## src/pmon_i2c_pkg.sv

```systemverilog
// Purpose: Shared constants and types for the power monitor serial slave
// Assumes: Core clock of 200 MHz
// Notes:   Filter windows are given in ns and turned into core cycles here
package pmon_i2c_pkg;
  localparam int           CLK_MHZ      = 200;
  localparam int           ADDR_W       = 7;
  localparam int           PTR_W        = 8;
  localparam int           DATA_W       = 16;
  localparam int           FCNT_W       = 4;
  // Glitch windows of the line filters, standard and high-speed
  localparam int           FILT_STD_NS  = 20;
  localparam int           FILT_HS_NS   = 5;
  localparam int           FILT_STD_CYC = (FILT_STD_NS * CLK_MHZ + 999) / 1000;
  localparam int           FILT_HS_CYC  = (FILT_HS_NS * CLK_MHZ + 999) / 1000;
  // Byte framing
  localparam logic [3:0]   BYTE_BITS    = 4'h8;
  localparam logic [3:0]   ACK_SLOT     = 4'h9;
  localparam logic [4:0]   MC_PREFIX    = 5'h01;
  localparam logic         DIR_READ     = 1'b1;
  localparam logic [PTR_W-1:0] PTR_RESET = 8'h00;

  typedef enum logic [2:0] {
    st_idle, st_dev, st_reg, st_dhi, st_dlo, st_thi, st_tlo, st_wait
  } slave_state_e;
endpackage

```

## src/power_monitor_serial_slave.sv

```systemverilog
// Purpose: Two-wire serial slave of a power monitor, register access side
// Assumes: Bus lines oversampled by clk_in; register file on clk_in
// Notes:   Writes are held and committed at the closing stop
//
// Notes on behaviour
// - First data byte is high half, second low
// - Ack all four write bytes, then standby
// - Ack each of three read instruction bytes
// - Send second byte only after master ack
// - Pointer loads from address, increments per pair read
// - Group command chains writes with repeated starts
// - Held writes apply at closing stop only
// - Master code 00001xxx enters high-speed mode
// - High-speed mode shortens input filtering
// - Stop leaves high-speed mode
// - Repeated start keeps high-speed mode
// - Pointer starts at zero after reset
// - Ack only when address matches strap
// - Direction bit one reads, zero writes
`timescale 1ns/1ps
`default_nettype none
module power_monitor_serial_slave (
  // Clock and reset
  input  wire logic                              clk_in,
  input  wire logic                              resetn_in,
  // Bus pins
  input  wire logic                              scl_in,
  input  wire logic                              sda_in,
  output logic                                   sda_out,
  output logic                                   sda_oe_out,
  // Address strap
  input  wire logic [pmon_i2c_pkg::ADDR_W-1:0]  addr_strap_in,
  // Register file read port
  output logic      [pmon_i2c_pkg::PTR_W-1:0]   rd_addr_out,
  input  wire logic [pmon_i2c_pkg::DATA_W-1:0]  rd_data_in,
  // Register file write port
  output logic                                   wr_strobe_out,
  output logic      [pmon_i2c_pkg::PTR_W-1:0]   wr_addr_out,
  output logic      [pmon_i2c_pkg::DATA_W-1:0]  wr_data_out,
  // Mode
  output logic                                   hs_mode_out
);
  import pmon_i2c_pkg::*;

  logic                 rst_meta_r;
  logic                 rst_n_r;
  logic [ADDR_W+1:0]    sync_q;
  logic [1:0]           filt_w;
  logic [FCNT_W-1:0]    flim;
  logic                 scl;
  logic                 sda;
  logic                 scl_d_r;
  logic                 sda_d_r;
  logic                 scl_rise, scl_fall, start_det, stop_det;
  slave_state_e         state_r;
  slave_state_e         nxt_r;
  logic [3:0]           bit_cnt_r;
  logic [7:0]           shift_r;
  logic                 in_ack_r;
  logic                 mack_r;
  logic [DATA_W-1:0]    tx_sh_r;
  logic                 sda_oe_r;
  logic                 sda_out_r;
  logic [ADDR_W-1:0]    own_addr_r;
  logic                 hs_r;
  logic [PTR_W-1:0]     ptr_r;
  logic [7:0]           hi_r;
  logic                 pend_r;
  logic [PTR_W-1:0]     pend_addr_r;
  logic [DATA_W-1:0]    pend_data_r;
  logic                 wr_strobe_r;
  logic [PTR_W-1:0]     wr_addr_r;
  logic [DATA_W-1:0]    wr_data_r;
  logic                 rx_st, tx_st, byte_done, ack_end, tx_end, is_mc, addr_hit;

  // Reset release through two flops
  always_ff @(posedge clk_in or negedge resetn_in) begin
    if (!resetn_in) begin
      rst_meta_r <= 1'b0;
      rst_n_r    <= 1'b0;
    end else begin
      rst_meta_r <= 1'b1;
      rst_n_r    <= rst_meta_r;
    end
  end

  line_sync #(
    .WIDTH (ADDR_W + 2)
  ) u_sync (
    .clk_in   (clk_in),
    .rst_n_in (rst_n_r),
    .d_in     ({addr_strap_in, scl_in, sda_in}),
    .q_out    (sync_q)
  );

  // Spike filter; high-speed mode narrows the window
  assign flim = hs_r ? FCNT_W'(FILT_HS_CYC) : FCNT_W'(FILT_STD_CYC);

  for (genvar g = 0; g < 2; g++) begin : g_filt
    logic              f_r;
    logic [FCNT_W-1:0] c_r;
    always_ff @(posedge clk_in or negedge rst_n_r) begin
      if (!rst_n_r) begin
        f_r <= 1'b1;
        c_r <= '0;
      end else if (sync_q[g] == f_r) begin
        c_r <= '0;
      end else if (c_r >= flim - 1'b1) begin
        f_r <= sync_q[g];
        c_r <= '0;
      end else begin
        c_r <= c_r + 1'b1;
      end
    end
    assign filt_w[g] = f_r;
  end

  assign scl = filt_w[1];
  assign sda = filt_w[0];

  always_ff @(posedge clk_in or negedge rst_n_r) begin
    if (!rst_n_r) begin
      scl_d_r <= 1'b1;
      sda_d_r <= 1'b1;
    end else begin
      scl_d_r <= scl;
      sda_d_r <= sda;
    end
  end

  assign scl_rise  = scl & ~scl_d_r;
  assign scl_fall  = ~scl & scl_d_r;
  assign start_det = scl & scl_d_r & sda_d_r & ~sda;
  assign stop_det  = scl & scl_d_r & ~sda_d_r & sda;

  assign rx_st     = (state_r == st_dev) || (state_r == st_reg) ||
                     (state_r == st_dhi) || (state_r == st_dlo);
  assign tx_st     = (state_r == st_thi) || (state_r == st_tlo);
  assign byte_done = scl_fall && rx_st && !in_ack_r && (bit_cnt_r == BYTE_BITS);
  assign ack_end   = scl_fall && in_ack_r;
  assign tx_end    = scl_fall && tx_st && (bit_cnt_r == ACK_SLOT);
  assign is_mc     = (shift_r[7:3] == MC_PREFIX);
  assign addr_hit  = (shift_r[7:1] == own_addr_r);

  // Strap is static; caught only between transfers
  always_ff @(posedge clk_in or negedge rst_n_r) begin
    if (!rst_n_r) begin
      own_addr_r <= '0;
    end else if (state_r == st_idle) begin
      own_addr_r <= sync_q[ADDR_W+1:2];
    end
  end

  // Protocol sequencer
  always_ff @(posedge clk_in or negedge rst_n_r) begin
    if (!rst_n_r) begin
      state_r   <= st_idle;
      nxt_r     <= st_idle;
      bit_cnt_r <= '0;
      shift_r   <= '0;
      in_ack_r  <= 1'b0;
      mack_r    <= 1'b0;
      tx_sh_r   <= '0;
      sda_oe_r  <= 1'b0;
    end else if (start_det) begin
      // Plain and repeated starts both open a new id byte
      state_r   <= st_dev;
      bit_cnt_r <= '0;
      in_ack_r  <= 1'b0;
      sda_oe_r  <= 1'b0;
    end else if (stop_det) begin
      state_r   <= st_idle;
      bit_cnt_r <= '0;
      in_ack_r  <= 1'b0;
      sda_oe_r  <= 1'b0;
    end else if (byte_done) begin
      case (state_r)
        st_dev: begin
          if (is_mc) begin
            state_r <= st_wait;
          end else if (addr_hit) begin
            sda_oe_r <= 1'b1;
            in_ack_r <= 1'b1;
            nxt_r    <= (shift_r[0] == DIR_READ) ? st_thi : st_reg;
          end else begin
            state_r <= st_wait;
          end
        end
        st_reg, st_dhi, st_dlo: begin
          sda_oe_r <= 1'b1;
          in_ack_r <= 1'b1;
          nxt_r    <= (state_r == st_reg) ? st_dhi :
                      (state_r == st_dhi) ? st_dlo : st_wait;
        end
        default: begin
          state_r <= st_wait;
        end
      endcase
    end else if (ack_end) begin
      in_ack_r  <= 1'b0;
      state_r   <= nxt_r;
      bit_cnt_r <= '0;
      sda_oe_r  <= 1'b0;
      if (nxt_r == st_thi) begin
        // Word is taken once so both bytes come from one register value
        tx_sh_r   <= {rd_data_in[DATA_W-2:0], 1'b0};
        sda_oe_r  <= ~rd_data_in[DATA_W-1];
        bit_cnt_r <= 4'h1;
      end
    end else if (tx_end) begin
      if (state_r == st_thi && mack_r) begin
        state_r   <= st_tlo;
        sda_oe_r  <= ~tx_sh_r[DATA_W-1];
        tx_sh_r   <= {tx_sh_r[DATA_W-2:0], 1'b0};
        bit_cnt_r <= 4'h1;
      end else begin
        state_r  <= st_wait;
        sda_oe_r <= 1'b0;
      end
    end else if (scl_fall && tx_st) begin
      if (bit_cnt_r == BYTE_BITS) begin
        sda_oe_r  <= 1'b0;
        bit_cnt_r <= ACK_SLOT;
      end else begin
        sda_oe_r  <= ~tx_sh_r[DATA_W-1];
        tx_sh_r   <= {tx_sh_r[DATA_W-2:0], 1'b0};
        bit_cnt_r <= bit_cnt_r + 4'h1;
      end
    end else if (scl_rise) begin
      if (rx_st && !in_ack_r && bit_cnt_r < BYTE_BITS) begin
        shift_r   <= {shift_r[6:0], sda};
        bit_cnt_r <= bit_cnt_r + 4'h1;
      end
      if (tx_st && bit_cnt_r == ACK_SLOT) begin
        mack_r <= ~sda;
      end
    end
  end

  // High-speed mode flag
  always_ff @(posedge clk_in or negedge rst_n_r) begin
    if (!rst_n_r) begin
      hs_r <= 1'b0;
    end else if (stop_det) begin
      hs_r <= 1'b0;
    end else if (byte_done && state_r == st_dev && is_mc) begin
      hs_r <= 1'b1;
    end
  end

  // Register pointer
  always_ff @(posedge clk_in or negedge rst_n_r) begin
    if (!rst_n_r) begin
      ptr_r <= PTR_RESET;
    end else if (byte_done && state_r == st_reg) begin
      ptr_r <= shift_r;
    end else if (tx_end && state_r == st_tlo) begin
      ptr_r <= ptr_r + 8'h01;
    end
  end

  // Held write; only the last one before the stop survives
  always_ff @(posedge clk_in or negedge rst_n_r) begin
    if (!rst_n_r) begin
      hi_r        <= '0;
      pend_r      <= 1'b0;
      pend_addr_r <= '0;
      pend_data_r <= '0;
      wr_strobe_r <= 1'b0;
      wr_addr_r   <= '0;
      wr_data_r   <= '0;
      sda_out_r   <= 1'b0;
    end else begin
      sda_out_r   <= 1'b0;
      wr_strobe_r <= 1'b0;
      if (byte_done && state_r == st_dhi) begin
        hi_r <= shift_r;
      end
      if (byte_done && state_r == st_dlo) begin
        pend_r      <= 1'b1;
        pend_addr_r <= ptr_r;
        pend_data_r <= {hi_r, shift_r};
      end
      if (stop_det) begin
        pend_r      <= 1'b0;
        wr_strobe_r <= pend_r;
        wr_addr_r   <= pend_addr_r;
        wr_data_r   <= pend_data_r;
      end
    end
  end

  assign sda_out       = sda_out_r;
  assign sda_oe_out    = sda_oe_r;
  assign rd_addr_out   = ptr_r;
  assign wr_strobe_out = wr_strobe_r;
  assign wr_addr_out   = wr_addr_r;
  assign wr_data_out   = wr_data_r;
  assign hs_mode_out   = hs_r;
endmodule // power_monitor_serial_slave
`default_nettype wire

```

## src/line_sync.sv

```systemverilog
// Purpose: Two-flop synchroniser for pins sampled by the core clock
// Assumes: Inputs are quasi-static or slower than the core clock
// Notes:   First stage feeds only the second stage
`timescale 1ns/1ps
`default_nettype none
module line_sync #(
  parameter int WIDTH = 1
) (
  // Clock and reset
  input  wire logic             clk_in,
  input  wire logic             rst_n_in,
  // Data
  input  wire logic [WIDTH-1:0] d_in,
  output logic      [WIDTH-1:0] q_out
);
  logic [WIDTH-1:0] meta_r;

  always_ff @(posedge clk_in or negedge rst_n_in) begin
    if (!rst_n_in) begin
      meta_r <= '0;
      q_out  <= '0;
    end else begin
      meta_r <= d_in;
      q_out  <= meta_r;
    end
  end
endmodule // line_sync
`default_nettype wire

```

## config.mk

```make
export PLATFORM = sky130hd
export DESIGN_NAME = power_monitor_serial_slave
export DESIGN_NICKNAME = d
export VERILOG_FILES = /design/src/pmon_i2c_pkg.sv /design/src/power_monitor_serial_slave.sv /design/src/line_sync.sv
export SDC_FILE = /design/constraint.sdc
export NUM_CORES = 1
export LEC_CHECK = 0
export BUFFER_PORTS_ARGS = -buffer_cell sky130_fd_sc_hd__clkbuf_2
export CAP_MARGIN = 30
export CORE_AREA = 2 2 136 138
export CTS_BUF_LIST = sky130_fd_sc_hd__clkbuf_4 sky130_fd_sc_hd__clkbuf_8
export CTS_CLUSTER_DIAMETER = 120
export DETAILED_ROUTE_END_ITERATION = 10
export DIE_AREA = 0 0 138 140
export SLEW_MARGIN = 15
export SYNTH_ARGS = -nofsm -noshare
export SYNTH_HDL_FRONTEND = slang
export SYNTH_SLANG_ARGS = --single-unit
```

## constraint.sdc

```tcl
create_clock -name clk_in -period 9.76 [get_ports clk_in]
set_input_delay 1.464 -clock clk_in [delete_from_list [all_inputs] [get_ports clk_in]]
set_output_delay 1.464 -clock clk_in [all_outputs]
set_load 0.03 [all_outputs]
```

Word level (Yosys, flattened, before mapping):

Index checks and enable logic that the tools add are counted.

* register bits after elaboration: 143
* bits of input ports: 27
* output and inout port bits: 36
* logic and storage cells: 185

* add/subtract/negate cells: 5
* order comparisons: 3
* equality and inequality tests: 25
* multiplexer cells: 60
* bitwise gates (word level): 21
* reductions and logical operators: 43

Operators by type and width (number)
* 16-bit two-way mux: 6
* 4-bit two-way mux: 14
* 3-bit two-way mux: 12
* 1-bit two-way mux: 22
* 6-bit nonzero test: 3
* 1-bit logical AND: 16
* 8-bit two-way mux: 2
* 8-bit AND reduction: 2
* 1-bit inverter: 14
* 4-bit by 1-bit adder with 4-bit output (second input constant): 3
* 3-bit == test (second input constant): 4
* 3-bit case mux with 2 select lines: 2
* 4-bit AND reduction: 3
* 5-bit inequality test (second input constant): 2
* 8-bit by 1-bit adder with 8-bit output (second input constant): 1
* 4-bit == test (second input constant): 2
* 4-bit greater-or-equal comparator: 2
* 2-bit nonzero test: 4
* 1-bit bitwise AND: 7
* 7-bit == test: 1
* 7-bit AND reduction: 1
* 3-bit by 2-bit == test with 1-bit output (second input constant): 2
* 3-bit inequality test (second input constant): 2
* 6-bit inequality test (second input constant): 1
* other kinds (23): 29

Longest topological paths before layout:

* word-level depth: 14
* mapped depth: 10
* mapped depth without buffers: 7

By module:

From an unflattened synthesis, not the netlist that was laid out.

* cells, all modules: 479
* area total of the unflattened synthesis: 6117.1 µm²

By module, submodules not included
* power_monitor_serial_slave: times used 1, cells each 461, area each 5666.7 µm², seq. area each 3108.0 µm²
* line_sync: times used 1, cells each 18, area each 450.4 µm², seq. area each 450.4 µm²

Worst setup path after synthesis:

OpenSTA, ideal clock, no wires.

* path kind: register to register
* start: register g_filt[1].f_r
* end: register tx_sh_r[10]
* library setup time: 0.127 ns
* arrival: 2.169 ns
* data required time: 9.633 ns
* setup slack: 7.463 ns
* cell stages (with the launch flop): 10
* path buffers: 4
* period minus slack after synthesis: 2.297 ns
* path through: dfstp_2 > clkbuf_1 > nor2b_1 > buf_2 > o2111ai_4 > o21ai_1 > or3b_1 > buf_2 > buf_6 > mux2_1

* cells in the longest elaborated chain, start to end: 7
* elaborated cells between the ends (all ways): 23
* those cells by class: eq/ne: 3; mux: 2; bitwise: 10; reduce/logical: 8

RTL lines
* from (decl): line power_monitor_serial_slave.sv:100 `logic f_r;`
* from (signal assigned): line power_monitor_serial_slave.sv:109 `f_r <= sync_q[g];`
* branches (longest 7 deep; another with 7-bit AND reduction)
* to (signal assigned): line power_monitor_serial_slave.sv:206 `tx_sh_r <= {rd_data_in[DATA_W-2:0], 1'b0};`
* to (signal assigned): line power_monitor_serial_slave.sv:214 `tx_sh_r <= {tx_sh_r[DATA_W-2:0], 1'b0};`
* to (signal assigned): line power_monitor_serial_slave.sv:226 `tx_sh_r <= {tx_sh_r[DATA_W-2:0], 1'b0};`
* to (decl): line power_monitor_serial_slave.sv:61 `logic [DATA_W-1:0] tx_sh_r;`

Several ways; the timed one is not identified.
A chain may end at the register's enable or synchronous reset.

Final worst setup path:

* start: register scl_d_r
* end: register tx_sh_r[13]

* cells in the longest elaborated chain, start to end: 6
* elaborated cells between the ends (all ways): 22
* those cells by class: eq/ne: 3; mux: 2; bitwise: 9; reduce/logical: 8

RTL lines
* from (decl): line power_monitor_serial_slave.sv:52 `logic scl_d_r;`
* from (signal assigned): line power_monitor_serial_slave.sv:126 `scl_d_r <= scl;`
* branches (longest 6 deep; another with 7-bit AND reduction)

Several ways; the timed one is not identified.

==> results.md <==
- In this run the critical register-to-register path is captured at tx_sh_r[13]$_DFFE_PN0P_.
- The minimum clock period is 2811 ps.
- The signal on the critical path passes through and3b_1 -> a31o_2 -> o211ai_1 -> or3b_1 -> mux2_1.
- Measured in cells, the most critical reg-to-reg path has a length of 5.
- The clock latency of the later-clocked register in the worst-skew pair is 450 ps.
- Once detail routing completed, the nets flagged for antenna violations numbered 0.
- The worst setup path is of the reg -> reg kind.
- The measured slew at the worst slew-check pin is 819.5 ps.
- After floorplanning, the core was divided into 49 placement rows.
- The detailed-routing iteration count for the pre-antenna-repair pass is 4.
- The worst hold slack across all endpoints is 184.2 ps.
- The area enclosed by the die boundary is 19320 um^2.
- The biggest fanout along the worst timing path is 16.
- The number of antenna violations at the first check in global routing came to 0.
- The count of endpoints failing setup in the final report is 0.
- Entering global routing, the biggest net connects 73 pins.
- Counting flops with a built-in enable in the synthesized netlist gives 0.
- The worst max-slew margin expressed relative to the limit is 43.95%.
- The H-tree level count is 4.
- The final hold violation count is 0.
- The count of different cell masters after synthesis is 60.
- The gate count after technology mapping is 454.
- At the worst endpoint, the required time is 10080 ps.
- The combined global-route utilization of all metal layers is 13.42%.
- The first-pass GRT wire length is 20670 um.
- Ranked by total cell area, the synthesized netlist is headed by dfrtp_1 56%, mux2_2 17%, ha_1 2.0%, mux2_1 1.8%, dfstp_2 1.7%.
- In this run the critical register-to-register path is launched from scl_d_r$_DFF_PN1_.
- In this run the vertical extent of the chip is 140 um.
- After the first detailed-routing iteration, the DRC count stood at 234.
- Port buffering added 61 buffers.
- The antenna diode count is 0.
- After routing, the total negative slack on setup checks comes to 0 ps.
- The core area is 17780 um^2.
- Max-cap violations in this run came to 0.
- The routed wirelength normalized by instance count is 15.82 um.
- Summing all multi-input logic gate instances after layout gives 2442 um^2.
- TritonCTS built the clock tree.
- Synthesis inferred 142 register bits.
- The largest incremental delay on the critical path is 650 ps.
- In the synthesized netlist the async set-or-reset flop fraction comes to 100.0%.
- In this run the static leakage power is 3.417 nW.
- After synthesis the cells add up to 6127 um^2.
- The clock arrives with 14.87 ps of skew.
- For this run, the number of Yosys warnings is 0.
- The post-CTS setup repair buffer count is 0.
- Counting along the longest clock path gives a buffer depth of 2.
- Sequential cells were found to cover 58.08% of the synthesized design area.
- The critical path capture point type is a flip-flop.
- Among all stages on the critical path, the largest delay is contributed by and3b_1.
- The flip-flop cell with the highest count after synthesis is dfrtp_1.
- The number of pins exceeding their max-slew limit in the final report was 0.
- The final critical path takes up 28.81% of the cycle.
- The die boundary width is 138 um.
- The total length of routed wires is 12090 um.
- The worst reg-to-reg setup slack is 6950 ps.
- The leftover overflow at the end of global routing is 0.
- The commonest cells after synthesis are 138 x dfrtp_1, 95 x mux2_2, 18 x nor2_1.
- The most frequently used cell type in the post-synthesis netlist is dfrtp_1.
- Averaged over all synthesized cells, the footprint is 13.50 um^2.
- The layout overhead on the synthesized area is 15.48%.
- STA puts the critical path data arrival time at 3130 ps.
- Clock tree synthesis selected as its root buffer the cell clkbuf_8.
- The number of CTS-inserted buffers is 17.
- The clock input transition at the sequential cells of the worst setup and hold paths is 80 ps.
- The busiest layer in global routing is met2.
- The run finished with clean final reports.
- The number of global-route vias before repair is 3974.
- The power density over the cells is 197.1 nW/um^2.
- The I/O pin total is 63.
- Once the clock tree was built, the resizer swapped 0 gates to a different size.
- Setup repair after global routing left no endpoint under its margin.
- For met1 alone, demand over resource in global routing was 17.39%.
- The sequential cells in the finished layout cover a total of 3562 um^2.
- For this design, the CTS-stage hold fixing added 0 buffers.
- The fraction of met2 tracks used by global routing is 21.50%.
- The fraction of layout cells with a size suffix above 1 is 38.88%.
- The fraction of post-synthesis cell area in the top cell type by area is 56.36%.
- The post-detailed-route DRC marker count is 0.
- The peak supply drop is 0.00009759 V.
- After detailed routing, the number of vias per cell comes to 4.899.
- The final route contains 3743 vias.
- STA classifies the critical path startpoint as a flip-flop.
- Detailed placement ended at an HPWL of 8336 um.
- The largest area contributor in the synthesized netlist is dfrtp_1.
- Routability-driven placement finished with a final weighted congestion of 0.8276.
- The top achievable clock speed is 0.3557 GHz.
- The tree built by TritonCTS fans out to 142 sinks.
- The initial standard-cell utilization of the core is 34.46%.
- The met3 usage is 4.000%.
- The number of nets in the finished design is 559.
- The number of inserted filler cells in the final layout is 1674.
- The tightest min-delay check is of the reg -> async type.
## registers in the layout (all words and copies together), names as in the netlist, 9 cells and up
name	count
pend_data_r	16
u_sync.meta_r	9
u_sync.q_out	9
wr_data_out	16
tx_sh_r	15
## metrics by stage
step | power [mW] | setup slack (ps) | cell area (um^2) | util [%] | std cells
2_1_floorplan | 0.8948 | 5518 | 6135 | - | 456
3_3_place_gp | 0.9533 | 7015 | 6649 | 37.40 | 728
3_5_place_dp | 0.9612 | 6964 | 6664 | 37.48 | 729
4_1_cts | 1.411 | 6942 | 7038 | 39.58 | 761
5_1_grt | 1.477 | 6705 | 7076 | 39.80 | 764
6_report | 1.395 | 6949 | 7076 | 39.80 | 764
## how the worst max path moves through the flow
| stage | from | end | slack, ps | depth (start not counted) |
|---|---|---|---|---|
| after floorplan | rst_n_r$_DFF_PN0_ | bit_cnt_r[0]$_DFFE_PN0P_ | 5520 | 0 |
| after global placement | scl_d_r$_DFF_PN1_ | tx_sh_r[12]$_DFFE_PN0P_ | 7010 | 5 |
| after detailed placement | scl_d_r$_DFF_PN1_ | tx_sh_r[11]$_DFFE_PN0P_ | 6960 | 5 |
| after CTS | scl_d_r$_DFF_PN1_ | tx_sh_r[13]$_DFFE_PN0P_ | 6940 | 5 |
| after global routing | state_r[2]$_DFFE_PN0P_ | tx_sh_r[13]$_DFFE_PN0P_ | 6700 | 5 |
| final | scl_d_r$_DFF_PN1_ | tx_sh_r[13]$_DFFE_PN0P_ | 6950 | 5 |
## layout by cell type, fill, tap and decap left out, types with 3 or more instances in the layout
| cell type | count |
|---|---|
| a21oi_1 | 10 |
| a221o_1 | 6 |
| a31oi_1 | 3 |
| and3_1 | 6 |
| and3b_1 | 3 |
| clkbuf_2 | 61 |
| clkbuf_8 | 18 |
| clkinv_2 | 3 |
| clkinvlp_4 | 3 |
| conb_1 | 4 |
| dfrtp_1 | 137 |
| dfstp_2 | 4 |
| ha_1 | 10 |
| inv_1 | 10 |
| inv_6 | 3 |
| mux2_1 | 10 |
| mux2_2 | 95 |
| mux2i_1 | 3 |
| nand2_1 | 16 |
| nand2b_1 | 12 |
| nand3_1 | 9 |
| nand4_1 | 4 |
| nor2_1 | 17 |
| nor2b_1 | 5 |
| nor3_1 | 6 |
| o211ai_1 | 3 |
| o21ai_0 | 4 |
| o221a_2 | 3 |
| xnor2_1 | 11 |
| xor2_1 | 4 |
## cell type report
type                       count  share of cell area (%)
inverter                      10                  0.5305
timing repair buffer          67                   5.270
clock inverter                12                   1.574
clock buffer                  20                   3.714
sequential                   142                   50.34
multi-input combinational    284                   34.52
tap                          229                   4.050
## per-layer routing
metal | share of wire (%) | vias to the layer above
met5 | 0 | -
met4 | 1.5 | 0
met3 | 4.2 | 15
met2 | 48 | 73
met1 | 46 | 1887
li1 | - | 1768
## worst max-delay path, delay by kind of cell, from the launching register on
family             cells  cell delay [ps]
AOI/OAI and AO/OA      2              370
DFF                    1              600
muxes                  1              430
and+or+nand+nor        2             1300
## kinds of logic (layout without fill, tap and decap cells)
group,count (synthesis),after routing,synth area share [%]
flops,142,142,58.08
mux,108,108,19.79
simple gates,92,92,8.087
compound gates,55,55,7.515
buf+inv,30,109,2.226
xor+xnor,15,15,2.144
fa+ha+maj,10,10,2.042
other cells,2,4,0.1226
## where the power goes
part           internal (mW)  switching, mW
sequential             0.641         0.0881
combinational          0.113          0.108
clock                  0.215          0.229
No activity file was read; power rests on OpenSTA's default activity.
